===== config.mk =====
export PLATFORM = sky130hd
export DESIGN_NAME = full_bridge_gate_control
export DESIGN_NICKNAME = d
export VERILOG_FILES = /design/src/gate_ctrl_pkg.sv /design/src/full_bridge_gate_control.sv
export SDC_FILE = /design/constraint.sdc
export NUM_CORES = 1
export LEC_CHECK = 0
export BUFFER_PORTS_ARGS = -buffer_cell sky130_fd_sc_hd__buf_2
export CORE_MARGIN = 1
export CORE_UTILIZATION = 40
export CTS_BUF_LIST = sky130_fd_sc_hd__clkbuf_8
export DETAILED_ROUTE_END_ITERATION = 8
export SYNTH_ARGS = -nofsm -noshare
export SYNTH_HDL_FRONTEND = slang
export SYNTH_SLANG_ARGS = --single-unit
export TNS_END_PERCENT = 10

===== constraint.sdc =====
create_clock -name sys_clk -period 2.8 [get_ports sys_clk]
set_input_delay 0.28 -clock sys_clk [delete_from_list [all_inputs] [get_ports sys_clk]]
set_output_delay 0.28 -clock sys_clk [all_outputs]
set_load 0.05 [all_outputs]

===== src/gate_ctrl_pkg.sv =====
// Constants shared by the full-bridge gate control block
package gate_ctrl_pkg;
  localparam int CLK_MHZ = 100;
  // Dead time with no timing resistor fitted
  localparam int DEAD_TIME_NS = 6000;
  localparam int DEAD_CYCLES = (DEAD_TIME_NS * CLK_MHZ + 999) / 1000;
  // Fault blanking interval after a gate turns on
  localparam int BLANK_TIME_NS = 3000;
  localparam int BLANK_CYCLES = (BLANK_TIME_NS * CLK_MHZ + 999) / 1000;
  // Longest reset low pulse that only clears faults
  localparam int RES_PULSE_US = 20;
  localparam int RES_PULSE_CYCLES = RES_PULSE_US * CLK_MHZ;
  // Capacitor discharge delay before sleep, and charge pump settling
  localparam int SLEEP_DELAY_US = 2000;
  localparam int SLEEP_DELAY_CYCLES = SLEEP_DELAY_US * CLK_MHZ;
  localparam int PUMP_SETTLE_US = 3000;
  localparam int PUMP_SETTLE_CYCLES = PUMP_SETTLE_US * CLK_MHZ;

  localparam int CNT_W = 20;
  localparam int TIME_W = 16;

  // Register byte addresses
  localparam logic [7:0] ADDR_CTRL = 8'h00;
  localparam logic [7:0] ADDR_DEAD = 8'h04;
  localparam logic [7:0] ADDR_BLANK = 8'h08;
  localparam logic [7:0] ADDR_STATUS = 8'h0c;
  localparam logic [7:0] ADDR_INT_STAT = 8'h10;
  localparam logic [7:0] ADDR_INT_MASK = 8'h14;

  // Reset values
  localparam logic [TIME_W-1:0] DEAD_RESET = TIME_W'(DEAD_CYCLES);
  localparam logic [TIME_W-1:0] BLANK_RESET = TIME_W'(BLANK_CYCLES);
  localparam logic [3:0] INT_MASK_RESET = 4'h0;

  // Field positions
  localparam int CTRL_SW_DISABLE = 0;
  localparam int INT_SHORT = 0;
  localparam int INT_BOOT = 1;
  localparam int INT_SLEEP = 2;
  localparam int INT_WAKE = 3;

  typedef enum logic [1:0] {PIN_RUN, PIN_LOW, PIN_SLEEP, PIN_WAKE} pin_state_t;
endpackage : gate_ctrl_pkg


===== src/full_bridge_gate_control.sv =====
// Full-bridge gate decode, dead time, short monitor and reset/sleep control
// Behaviour
// - Both chops high, direction high: leg A top and leg B bottom on.
// - Both chops high, direction low: leg B top and leg A bottom on.
// - Top chop low, bottom high, rectify on: both bottom gates on.
// - Top chop high, bottom low, rectify on: both top gates on.
// - Top low, bottom high, rectify off: one bottom gate chosen by direction.
// - Top high, bottom low, rectify off: one top gate chosen by direction.
// - Both chops low: all four gates off.
// - Reset pin held low disables everything and enters sleep after a delay.
// - Entering sleep clears all latched faults and faultOut; the interrupt status flags stay set.
// - Leaving sleep keeps gates off until the charge pump settles.
// - A short reset low pulse clears latched faults without sleeping.
// - Chops and rectify all low force every gate off.
// - Short comparison is only honoured after a blanking interval.
// - Threshold above disable level turns short detection off entirely.
// - Dead time separates one gate off from its complement on.
`timescale 1ns/1ns
`default_nettype none
module full_bridge_gate_control
  import gate_ctrl_pkg::*;
#(
  parameter int SLEEP_CYC = SLEEP_DELAY_CYCLES,
  parameter int PUMP_CYC = PUMP_SETTLE_CYCLES
) (
  input wire logic sys_clk,
  input wire logic sys_rst,
  input wire logic psel,
  input wire logic penable,
  input wire logic pwrite,
  input wire logic [7:0] paddr,
  input wire logic [31:0] pwdata,
  output logic [31:0] prdata,
  output logic pready,
  output logic pslverr,
  input wire logic highSideChopIn,
  input wire logic lowSideChopIn,
  input wire logic directionIn,
  input wire logic syncRectifyEnable,
  input wire logic resetPinN,
  input wire logic [3:0] shortCmpIn,
  input wire logic shortDisableIn,
  input wire logic bootstrapTimeoutIn,
  output logic gateTopLegA,
  output logic gateBottomLegA,
  output logic gateTopLegB,
  output logic gateBottomLegB,
  output logic sleepOut,
  output logic faultOut,
  output logic irqOut
);
  localparam logic [CNT_W-1:0] SLEEP_LAST = CNT_W'(SLEEP_CYC - 1);
  localparam logic [CNT_W-1:0] PUMP_LAST = CNT_W'(PUMP_CYC - 1);
  localparam logic [CNT_W-1:0] RES_LIMIT = CNT_W'(RES_PULSE_CYCLES);

  pin_state_t pinState_ff;
  logic [CNT_W-1:0] pinCnt_ff;
  logic [1:0] tgtHi, tgtLo;
  logic [1:0] gateHi_ff, gateLo_ff, nxt_gateHi, nxt_gateLo;
  logic [TIME_W-1:0] deadCnt_ff [2];
  logic [TIME_W-1:0] blankCnt_ff [4];
  logic [3:0] fetOn, shortHit;
  logic shortFault_ff, bootFault_ff, swDisable_ff;
  logic [TIME_W-1:0] deadTime_ff, blankTime_ff;
  logic [3:0] intStat_ff, intMask_ff, intEvt;
  logic gatesAllowed, faultClear, apbDone, apbRead;
  logic [31:0] rdMux;
  logic rdHit;

  // Reset pin: short pulse, sleep entry and charge pump settling
  always_ff @(posedge sys_clk) begin
    if (sys_rst) begin
      pinState_ff <= PIN_RUN;
      pinCnt_ff <= '0;
    end else begin
      case (pinState_ff)
        PIN_RUN: begin
          pinCnt_ff <= '0;
          if (!resetPinN) pinState_ff <= PIN_LOW;
        end
        PIN_LOW: begin
          pinCnt_ff <= pinCnt_ff + 1'b1;
          if (resetPinN) begin
            pinCnt_ff <= '0;
            // short pulse return
            // Pulses longer than the limit have begun discharging the pump
            pinState_ff <= (pinCnt_ff < RES_LIMIT) ? PIN_RUN : PIN_WAKE;
          end else if (pinCnt_ff >= SLEEP_LAST) begin
            pinState_ff <= PIN_SLEEP;
          end
        end
        PIN_SLEEP: begin
          pinCnt_ff <= '0;
          if (resetPinN) pinState_ff <= PIN_WAKE;
        end
        PIN_WAKE: begin
          pinCnt_ff <= pinCnt_ff + 1'b1;
          if (!resetPinN) begin
            pinCnt_ff <= '0;
            pinState_ff <= PIN_LOW;
          end else if (pinCnt_ff >= PUMP_LAST) begin
            pinState_ff <= PIN_RUN;
          end
        end
        default: pinState_ff <= PIN_RUN;
      endcase
    end
  end

  // Any reset pin low period wipes latched faults
  assign faultClear = (pinState_ff == PIN_LOW) || (pinState_ff == PIN_SLEEP);
  assign gatesAllowed = (pinState_ff == PIN_RUN) && resetPinN && !shortFault_ff
                        && !bootFault_ff;

  // Truth table decode; index 0 is leg A, 1 is leg B
  always_comb begin
    tgtHi = 2'h0;
    tgtLo = 2'h0;
    case ({highSideChopIn, lowSideChopIn})
      2'h3: begin
        tgtHi = directionIn ? 2'h1 : 2'h2;
        tgtLo = directionIn ? 2'h2 : 2'h1;
      end
      2'h1: tgtLo = syncRectifyEnable ? 2'h3 : (directionIn ? 2'h2 : 2'h1);
      2'h2: tgtHi = syncRectifyEnable ? 2'h3 : (directionIn ? 2'h1 : 2'h2);
      default: begin
        tgtHi = 2'h0;
        tgtLo = 2'h0;
      end
    endcase
  end

  // Per leg gate sequencing
  genvar leg;
  generate
    for (leg = 0; leg < 2; leg++) begin : g_leg
      logic wantHi, wantLo, quiet;
      assign wantHi = tgtHi[leg] && gatesAllowed;
      assign wantLo = tgtLo[leg] && gatesAllowed;
      assign quiet = (deadCnt_ff[leg] == '0);
      // guarded turn-on
      // Turn-off is immediate; turn-on waits for complement off plus dead time
      assign nxt_gateHi[leg] = wantHi && (gateHi_ff[leg] || (!gateLo_ff[leg] && quiet));
      assign nxt_gateLo[leg] = wantLo && !nxt_gateHi[leg]
                               && (gateLo_ff[leg] || (!gateHi_ff[leg] && quiet));
      always_ff @(posedge sys_clk) begin
        if (sys_rst) begin
          gateHi_ff[leg] <= 1'b0;
          gateLo_ff[leg] <= 1'b0;
          deadCnt_ff[leg] <= '0;
        end else begin
          gateHi_ff[leg] <= nxt_gateHi[leg];
          gateLo_ff[leg] <= nxt_gateLo[leg];
          if ((gateHi_ff[leg] && !nxt_gateHi[leg]) || (gateLo_ff[leg] && !nxt_gateLo[leg]))
            deadCnt_ff[leg] <= deadTime_ff;
          else if (!quiet)
            deadCnt_ff[leg] <= deadCnt_ff[leg] - 1'b1;
        end
      end
    end
  endgenerate

  assign fetOn = {gateLo_ff[1], gateHi_ff[1], gateLo_ff[0], gateHi_ff[0]};

  // Per transistor short monitor
  // Counters reload while a transistor is off, so every turn-on is blanked afresh
  genvar fet;
  generate
    for (fet = 0; fet < 4; fet++) begin : g_fet
      always_ff @(posedge sys_clk) begin
        if (sys_rst)
          blankCnt_ff[fet] <= '0;
        else if (!fetOn[fet])
          blankCnt_ff[fet] <= blankTime_ff;
        else if (blankCnt_ff[fet] != '0)
          blankCnt_ff[fet] <= blankCnt_ff[fet] - 1'b1;
      end
      assign shortHit[fet] = fetOn[fet] && (blankCnt_ff[fet] == '0) && shortCmpIn[fet]
                             && !shortDisableIn && !swDisable_ff;
    end
  endgenerate

  // A latched fault holds every gate off until the reset pin is pulsed low
  // fault latches
  always_ff @(posedge sys_clk) begin
    if (sys_rst) begin
      shortFault_ff <= 1'b0;
      bootFault_ff <= 1'b0;
    end else if (faultClear) begin
      shortFault_ff <= 1'b0;
      bootFault_ff <= 1'b0;
    end else begin
      shortFault_ff <= shortFault_ff || (|shortHit);
      bootFault_ff <= bootFault_ff || bootstrapTimeoutIn;
    end
  end

  // Bus slave: answers on the second access cycle
  assign apbDone = psel && penable && pready;
  assign apbRead = apbDone && !pwrite;

  always_comb begin
    rdMux = 32'h0;
    rdHit = 1'b1;
    case (paddr)
      ADDR_CTRL: rdMux[CTRL_SW_DISABLE] = swDisable_ff;
      ADDR_DEAD: rdMux[TIME_W-1:0] = deadTime_ff;
      ADDR_BLANK: rdMux[TIME_W-1:0] = blankTime_ff;
      // Informative only: pin state, fault latches, spare pair, transistors on
      ADDR_STATUS: rdMux[9:0] = {pinState_ff, bootFault_ff, shortFault_ff, 2'h0, fetOn};
      ADDR_INT_STAT: rdMux[3:0] = intStat_ff;
      ADDR_INT_MASK: rdMux[3:0] = intMask_ff;
      default: rdHit = 1'b0;
    endcase
  end

  always_ff @(posedge sys_clk) begin
    if (sys_rst) begin
      pready <= 1'b0;
      pslverr <= 1'b0;
      prdata <= 32'h0;
    end else begin
      pready <= psel && penable && !pready;
      pslverr <= psel && penable && !pready && !rdHit;
      prdata <= (psel && penable && !pready && !pwrite) ? rdMux : 32'h0;
    end
  end

  always_ff @(posedge sys_clk) begin
    if (sys_rst) begin
      swDisable_ff <= 1'b0;
      deadTime_ff <= DEAD_RESET;
      blankTime_ff <= BLANK_RESET;
      intMask_ff <= INT_MASK_RESET;
    end else if (apbDone && pwrite) begin
      case (paddr)
        ADDR_CTRL: swDisable_ff <= pwdata[CTRL_SW_DISABLE];
        ADDR_DEAD: deadTime_ff <= pwdata[TIME_W-1:0];
        ADDR_BLANK: blankTime_ff <= pwdata[TIME_W-1:0];
        ADDR_INT_MASK: intMask_ff <= pwdata[3:0];
        default: swDisable_ff <= swDisable_ff;
      endcase
    end
  end

  // Sticky events; a new event beats the read-clear in the same cycle
  always_comb begin
    intEvt = 4'h0;
    intEvt[INT_SHORT] = !shortFault_ff && !faultClear && (|shortHit);
    intEvt[INT_BOOT] = !bootFault_ff && !faultClear && bootstrapTimeoutIn;
    intEvt[INT_SLEEP] = (pinState_ff == PIN_LOW) && !resetPinN && (pinCnt_ff >= SLEEP_LAST);
    intEvt[INT_WAKE] = (pinState_ff == PIN_WAKE) && resetPinN && (pinCnt_ff >= PUMP_LAST);
  end

  always_ff @(posedge sys_clk) begin
    if (sys_rst) begin
      intStat_ff <= 4'h0;
      irqOut <= 1'b0;
    end else begin
      intStat_ff <= ((apbRead && paddr == ADDR_INT_STAT) ? 4'h0 : intStat_ff) | intEvt;
      irqOut <= |(intStat_ff & intMask_ff);
    end
  end

  always_ff @(posedge sys_clk) begin
    if (sys_rst) begin
      sleepOut <= 1'b0;
      faultOut <= 1'b0;
    end else begin
      sleepOut <= (pinState_ff == PIN_SLEEP);
      faultOut <= shortFault_ff || bootFault_ff;
    end
  end

  assign gateTopLegA = gateHi_ff[0];
  assign gateBottomLegA = gateLo_ff[0];
  assign gateTopLegB = gateHi_ff[1];
  assign gateBottomLegB = gateLo_ff[1];
endmodule : full_bridge_gate_control
`default_nettype wire


# Yosys cells after proc, flatten, opt, wreduce, memory -nomap -nowiden
# Memories as Yosys holds them, arrays and structs flattened.
# Index checks and enable logic that the tools add are counted.
# totals
latchBits	0
word_cells	244
ramBits	96
regBits	106
romBits	0
out_inout_bits	41
input_bits	56
mem_count	2
# mem_list
name	words	word_bits	read_ports	rd_ports_with_merged_regs	wr	line	text
blankCnt_ff	4	16	4	0	4	full_bridge_gate_control.sv:61	logic [TIME_W-1:0] blankCnt_ff [4];
deadCnt_ff	2	16	2	0	2	full_bridge_gate_control.sv:60	logic [TIME_W-1:0] deadCnt_ff [2];
# op_classes
div_mod_pow	0
addsub	7
shift	0
magnitude_cmp	3
eq_ne	15
bitwise	15
n_reduce_logical	103
mux	79
n_mul	0
# op_table
cell	n
16-bit 2-to-1 mux	12
16-bit zero test	6
16-bit by 1-bit subtractor with 16-bit output, second input constant	6
16-bit nonzero test	4
20-bit case mux with 3 select lines	1
1-bit logical AND	53
1-bit 2-to-1 mux	45
20-bit 2-to-1 mux	2
2-bit 2-to-1 mux	11
20-bit by 1-bit adder with 20-bit output, second input constant	1
20-bit by 18-bit greater-or-equal comparator with 1-bit output, second input constant	1
20-bit by 19-bit greater-or-equal comparator with 1-bit output, second input constant	1
20-bit by 11-bit less-than comparator with 1-bit output, second input constant	1
6-bit case mux with 3 select lines	1
1-bit zero test	17
8-bit by 4-bit == test with 1-bit output, second input constant	2
8-bit by 5-bit == test with 1-bit output, second input constant	2
3-bit case mux with 5 select lines	1
1-bit OR	12
6-bit case mux with 2 select lines	1
1-bit logical OR	10
2-bit == test, second input constant	4
8-bit by 3-bit == test with 1-bit output, second input constant	1
8-bit zero test	1
17 further kinds	26

# Longest topological paths before layout
# depth
ltp_word	17
ltp_mapped	10
ltp_nobuf	8

# Worst setup path after synthesis
# Ideal clock, no wire load.
# synth_timing
path_kind	register -> register
start	memory blankCnt_ff[1][7]
end	memory blankCnt_ff[1][0], enable pin
n_path_buf	0
t_required_ps	2379
t_arrival_ps	2040
setup_ps	421
synth_period_minus_slack_ps	2460
path_stages_with_launch	5
path_slack_ps	340
path_cell_list	edfxtp_1 or4_4 or4_4 nor3_2 nand3b_1
# synth_lines
item	line
start: declaration	full_bridge_gate_control.sv:61

==> results by group <==
Logic synthesis
  – Synth Flop Type: edfxtp_1
  – Synthesized flop and latch total: 186
  – Mapped Cells: 1,090
  – Ys async rst share: 0
  – Post-synth cell types: 71
  – Avg Inst Size Synth: 9.07 µm²
  – Sequential area share after synthesis: 0.474
  – Yosys top cell by area: edfxtp_1
  – Area of the mapped netlist: 9890 µm²
  – Yosys warnings: 0
  – EDFF count, synth: 96
  – Top cells by area, synth: edfxtp_1 (29%), dfxtp_1 (18%), nand2_1 (6.8%), nor2_1 (4.5%), xnor2_1 (4.3%)
  – Synth top area share: 0.292

Timing
  – Clock Skews: 25.8 ps
  – Hold Violations, Final: 0
  – Final Critical Period: 2660 ps
  – Slew headroom: 0.231
  – Slew @ Worst Pin: roughly 1100 ps
  – Hold slack final: 53.8 ps
  – Post-route setup TNS: 0 ps
  – Final worst-path cycle share: 0.949
  – Max Clk Rate: approximately 380 MHz
  – Final max-slew violation count: 0
  – RSZ-0062 raised after global routing: no
  – Final setup fails: 0

Power and ir drop
  – Cell-internal power: around 4500 µW
  – Reg power frac: 0.501
  – Pwr Total: between 6000 and 7000 µW
  – Clock network fraction of total power: 0.284
  – Pwr Density: 597 nW/µm²
  – Leak Pwr: 0.00415 µW
  – Combinational share of power: 0.215
  – Sw power: 2040 µW
  – Sw Ratio: 0.312
  – Worst vdd ir: 0.321 mV

CTS
  – CTS buffer count: 17
  – H-tree depth: 4
  – CTS tree: built
  – Worst-path clk slew: about 110 ps
  – # clock sinks: around 190
  – CTS max path bufs: 2
  – CTS root buf: clkbuf_8
  – Clk_lat worst skew: 480 ps
  – Post-CTS Setup Inserts: 0

Floorplan
  – Total Die Area: around 25,000 µm²
  – DIE WIDTH: 159 µm
  – CORE AREA: roughly 24,000 µm²
  – Die Ht: between 150 and 200 µm
  – # rows: 57
  – Initial Utilization: 0.408
  – I/O Pins: 97

Routing
  – DRC: 0
  – Vias after detailed routing: between 7,000 and 8,000
  – Vias per cell: roughly 5.3
  – Initial DRC Count: 696
  – Final ANT Viol Nets: 0
  – First-pass DRT Iterations: 6
  – Routed wire length: 26.2 mm
  – Wire per inst: 17.6 µm

Global routing
  – Grt ovf: 0
  – Global-route wire length before repair: 41.6 mm
  – Initial antenna violation count: 0
  – GRT Overall Usage: 0.211
  – Vias in the first global route: 7,531
  – Pin count of the biggest net entering global routing: 39

Setup path
  – Critical Path End Type: flop
  – Worst Setup Path Type: flop to flop
  – Buf+Inv Stages, Crit Path: 1
  – Crit path required time: 3080 ps
  – Worst Path Max Fanout: 16
  – CP Cell Sequence: inv_1 -> ha_1 -> and4bb_2 -> nand3_1 -> a22o_1 -> nor3_2 -> nor2_1 -> a211oi_1
  – CP top delay family: simple AND/OR/NAND/NOR gates
  – CP Data Arrival Time: 2930 ps
  – CP peak stage delay: 680 ps
  – Critical-path top delay cell: nor3_2
  – Crit start category: flop

Place
  – Post-DP HPWL: 18.5 mm
  – Placer Congestion: roughly 0.84
  – IO Port Bufs: 64

Cells and area
  – Share of layout cells above drive strength 1: 0.126
  – Most frequent cells in the layout: nand2_1 (180), nor2_1 (119), edfxtp_1 (96), dfxtp_1 (90), o21ai_0 (67)
  – Leading cell type in the layout, fill and taps excluded: nand2_1
  – ANT cells: 0
  – Final #Nets: roughly 1,200
  – Synth-to-layout area growth: 10.7%

Run status
  – Status: completed

Flow run
  – Max-cap viol count: 0

Min path
  – Hold Crit Class: input pin to flop
-- metrics by stage --
stage / setup slack [ps] / instance area, µm² / util / cells
6_report: 144 / 10900 / 0.451 / 1486
5_1_grt: 23.4 / 10900 / 0.451 / 1486
4_1_cts: 102 / 10900 / 0.451 / 1486
3_5_place_dp: 143 / 10500 / 0.435 / 1454
3_3_place_gp: 163 / 10500 / 0.435 / 1454
2_1_floorplan: 340 / 9940 / - / 1105
-- cells in the mapped netlist (all sizes together), types with 2 or more instances --
cell     number
nand2       180
nor2        119
edfxtp       96
dfxtp        90
o21ai        71
a21oi        54
xnor2        48
xor2         47
clkbuf       41
nand3        33
nor3         33
a22oi        26
buf          24
nand2b       23
inv          21
ha           18
nor4         16
or3          16
nand3b       15
a211oi       12
nand4        12
or4          11
and3         10
mux2i         8
nor2b         7
mux2          5
o31ai         5
and2          4
a31oi         3
and4          3
nor3b         3
o2111ai       3
or4b          3
a21o          2
a22o          2
nand4b        2
nor4b         2
o21bai        2
or2           2
-- layer usage --
layer | up-vias | global-route usage | routed length [µm]
met5 | - | 0 | 0
met4 | 0 | 0.0533 | 354
met3 | 21 | 0.0406 | 1850
met2 | 243 | 0.332 | 11800
met1 | 3753 | 0.298 | 12200
li1 | 3931 | - | -
-- sequential cells by signal, summed over array words and instances (netlist names), 4 cells and up, named ones only --
signal and count:
blankTime_ff 16, blankCnt_ff 64, intStat_ff 4, pinCnt_ff 20, prdata 16, deadTime_ff 16
deadCnt_ff 32, intMask_ff 4
-- worst register-to-register path, stage by stage, from the launching register on --
cell      delay, ps
dfxtp_1         360
inv_1           160
ha_1            190
and4bb_2        320
nand3_1         100
a22o_1          300
nor3_2          680
nor2_1           80
a211oi_1        290
-- cell type report --
type	instances	area, µm²
clock buffers	18	248
clock inverters	14	144
fillers	2384	13300
inverters	21	78.8
multi-input cells	833	4870
flip-flops and latches	186	4680
well taps	324	405
repair buffers	90	515
-- logic make-up after synthesis --
| logic type | count (synthesis) | synth area share |
|---|---|---|
| other | 1 | 0.000379 |
| muxes | 13 | 0.0138 |
| DFF | 186 | 0.474 |
| adders and majority gates | 18 | 0.0228 |
| xor gates and xnor gates | 95 | 0.0842 |
| AOI/OAI and AO/OA | 193 | 0.117 |
| and+or+nand+nor | 498 | 0.248 |
| buffers and inverters | 86 | 0.0400 |
-- timing repair --
| item | in CTS | in global routing |
|---|---|---|
| hold buffers | 0 | 0 |
| setup endpoints to repair | 0 | 20 |
| resized for setup | 0 | 2 |
-- power groups by stage --
stage	Combinational (µW)	Sequential [µW]	Clock, µW
2_1_floorplan	1110	3310	0
3_3_place_gp	1380	3330	0
3_5_place_dp	1400	3330	0
4_1_cts	1400	3270	1880
5_1_grt	1570	3310	1970
6_report	1400	3270	1850
-- worst paths after layout --
path	from	to	slack, ps	cells past startpoint
worst max-delay path	pinState_ff[0]	deadCnt_ff[1][2]	140	8
worst min-delay path	pwdata[15]	deadTime_ff[15]	50	3
worst max register to register	pinState_ff[0]	deadCnt_ff[1][2]	140	8
worst min register to register	pinCnt_ff[0]	pinCnt_ff[0]	470	1
Note: power is estimated with default switching activity, not from simulation.
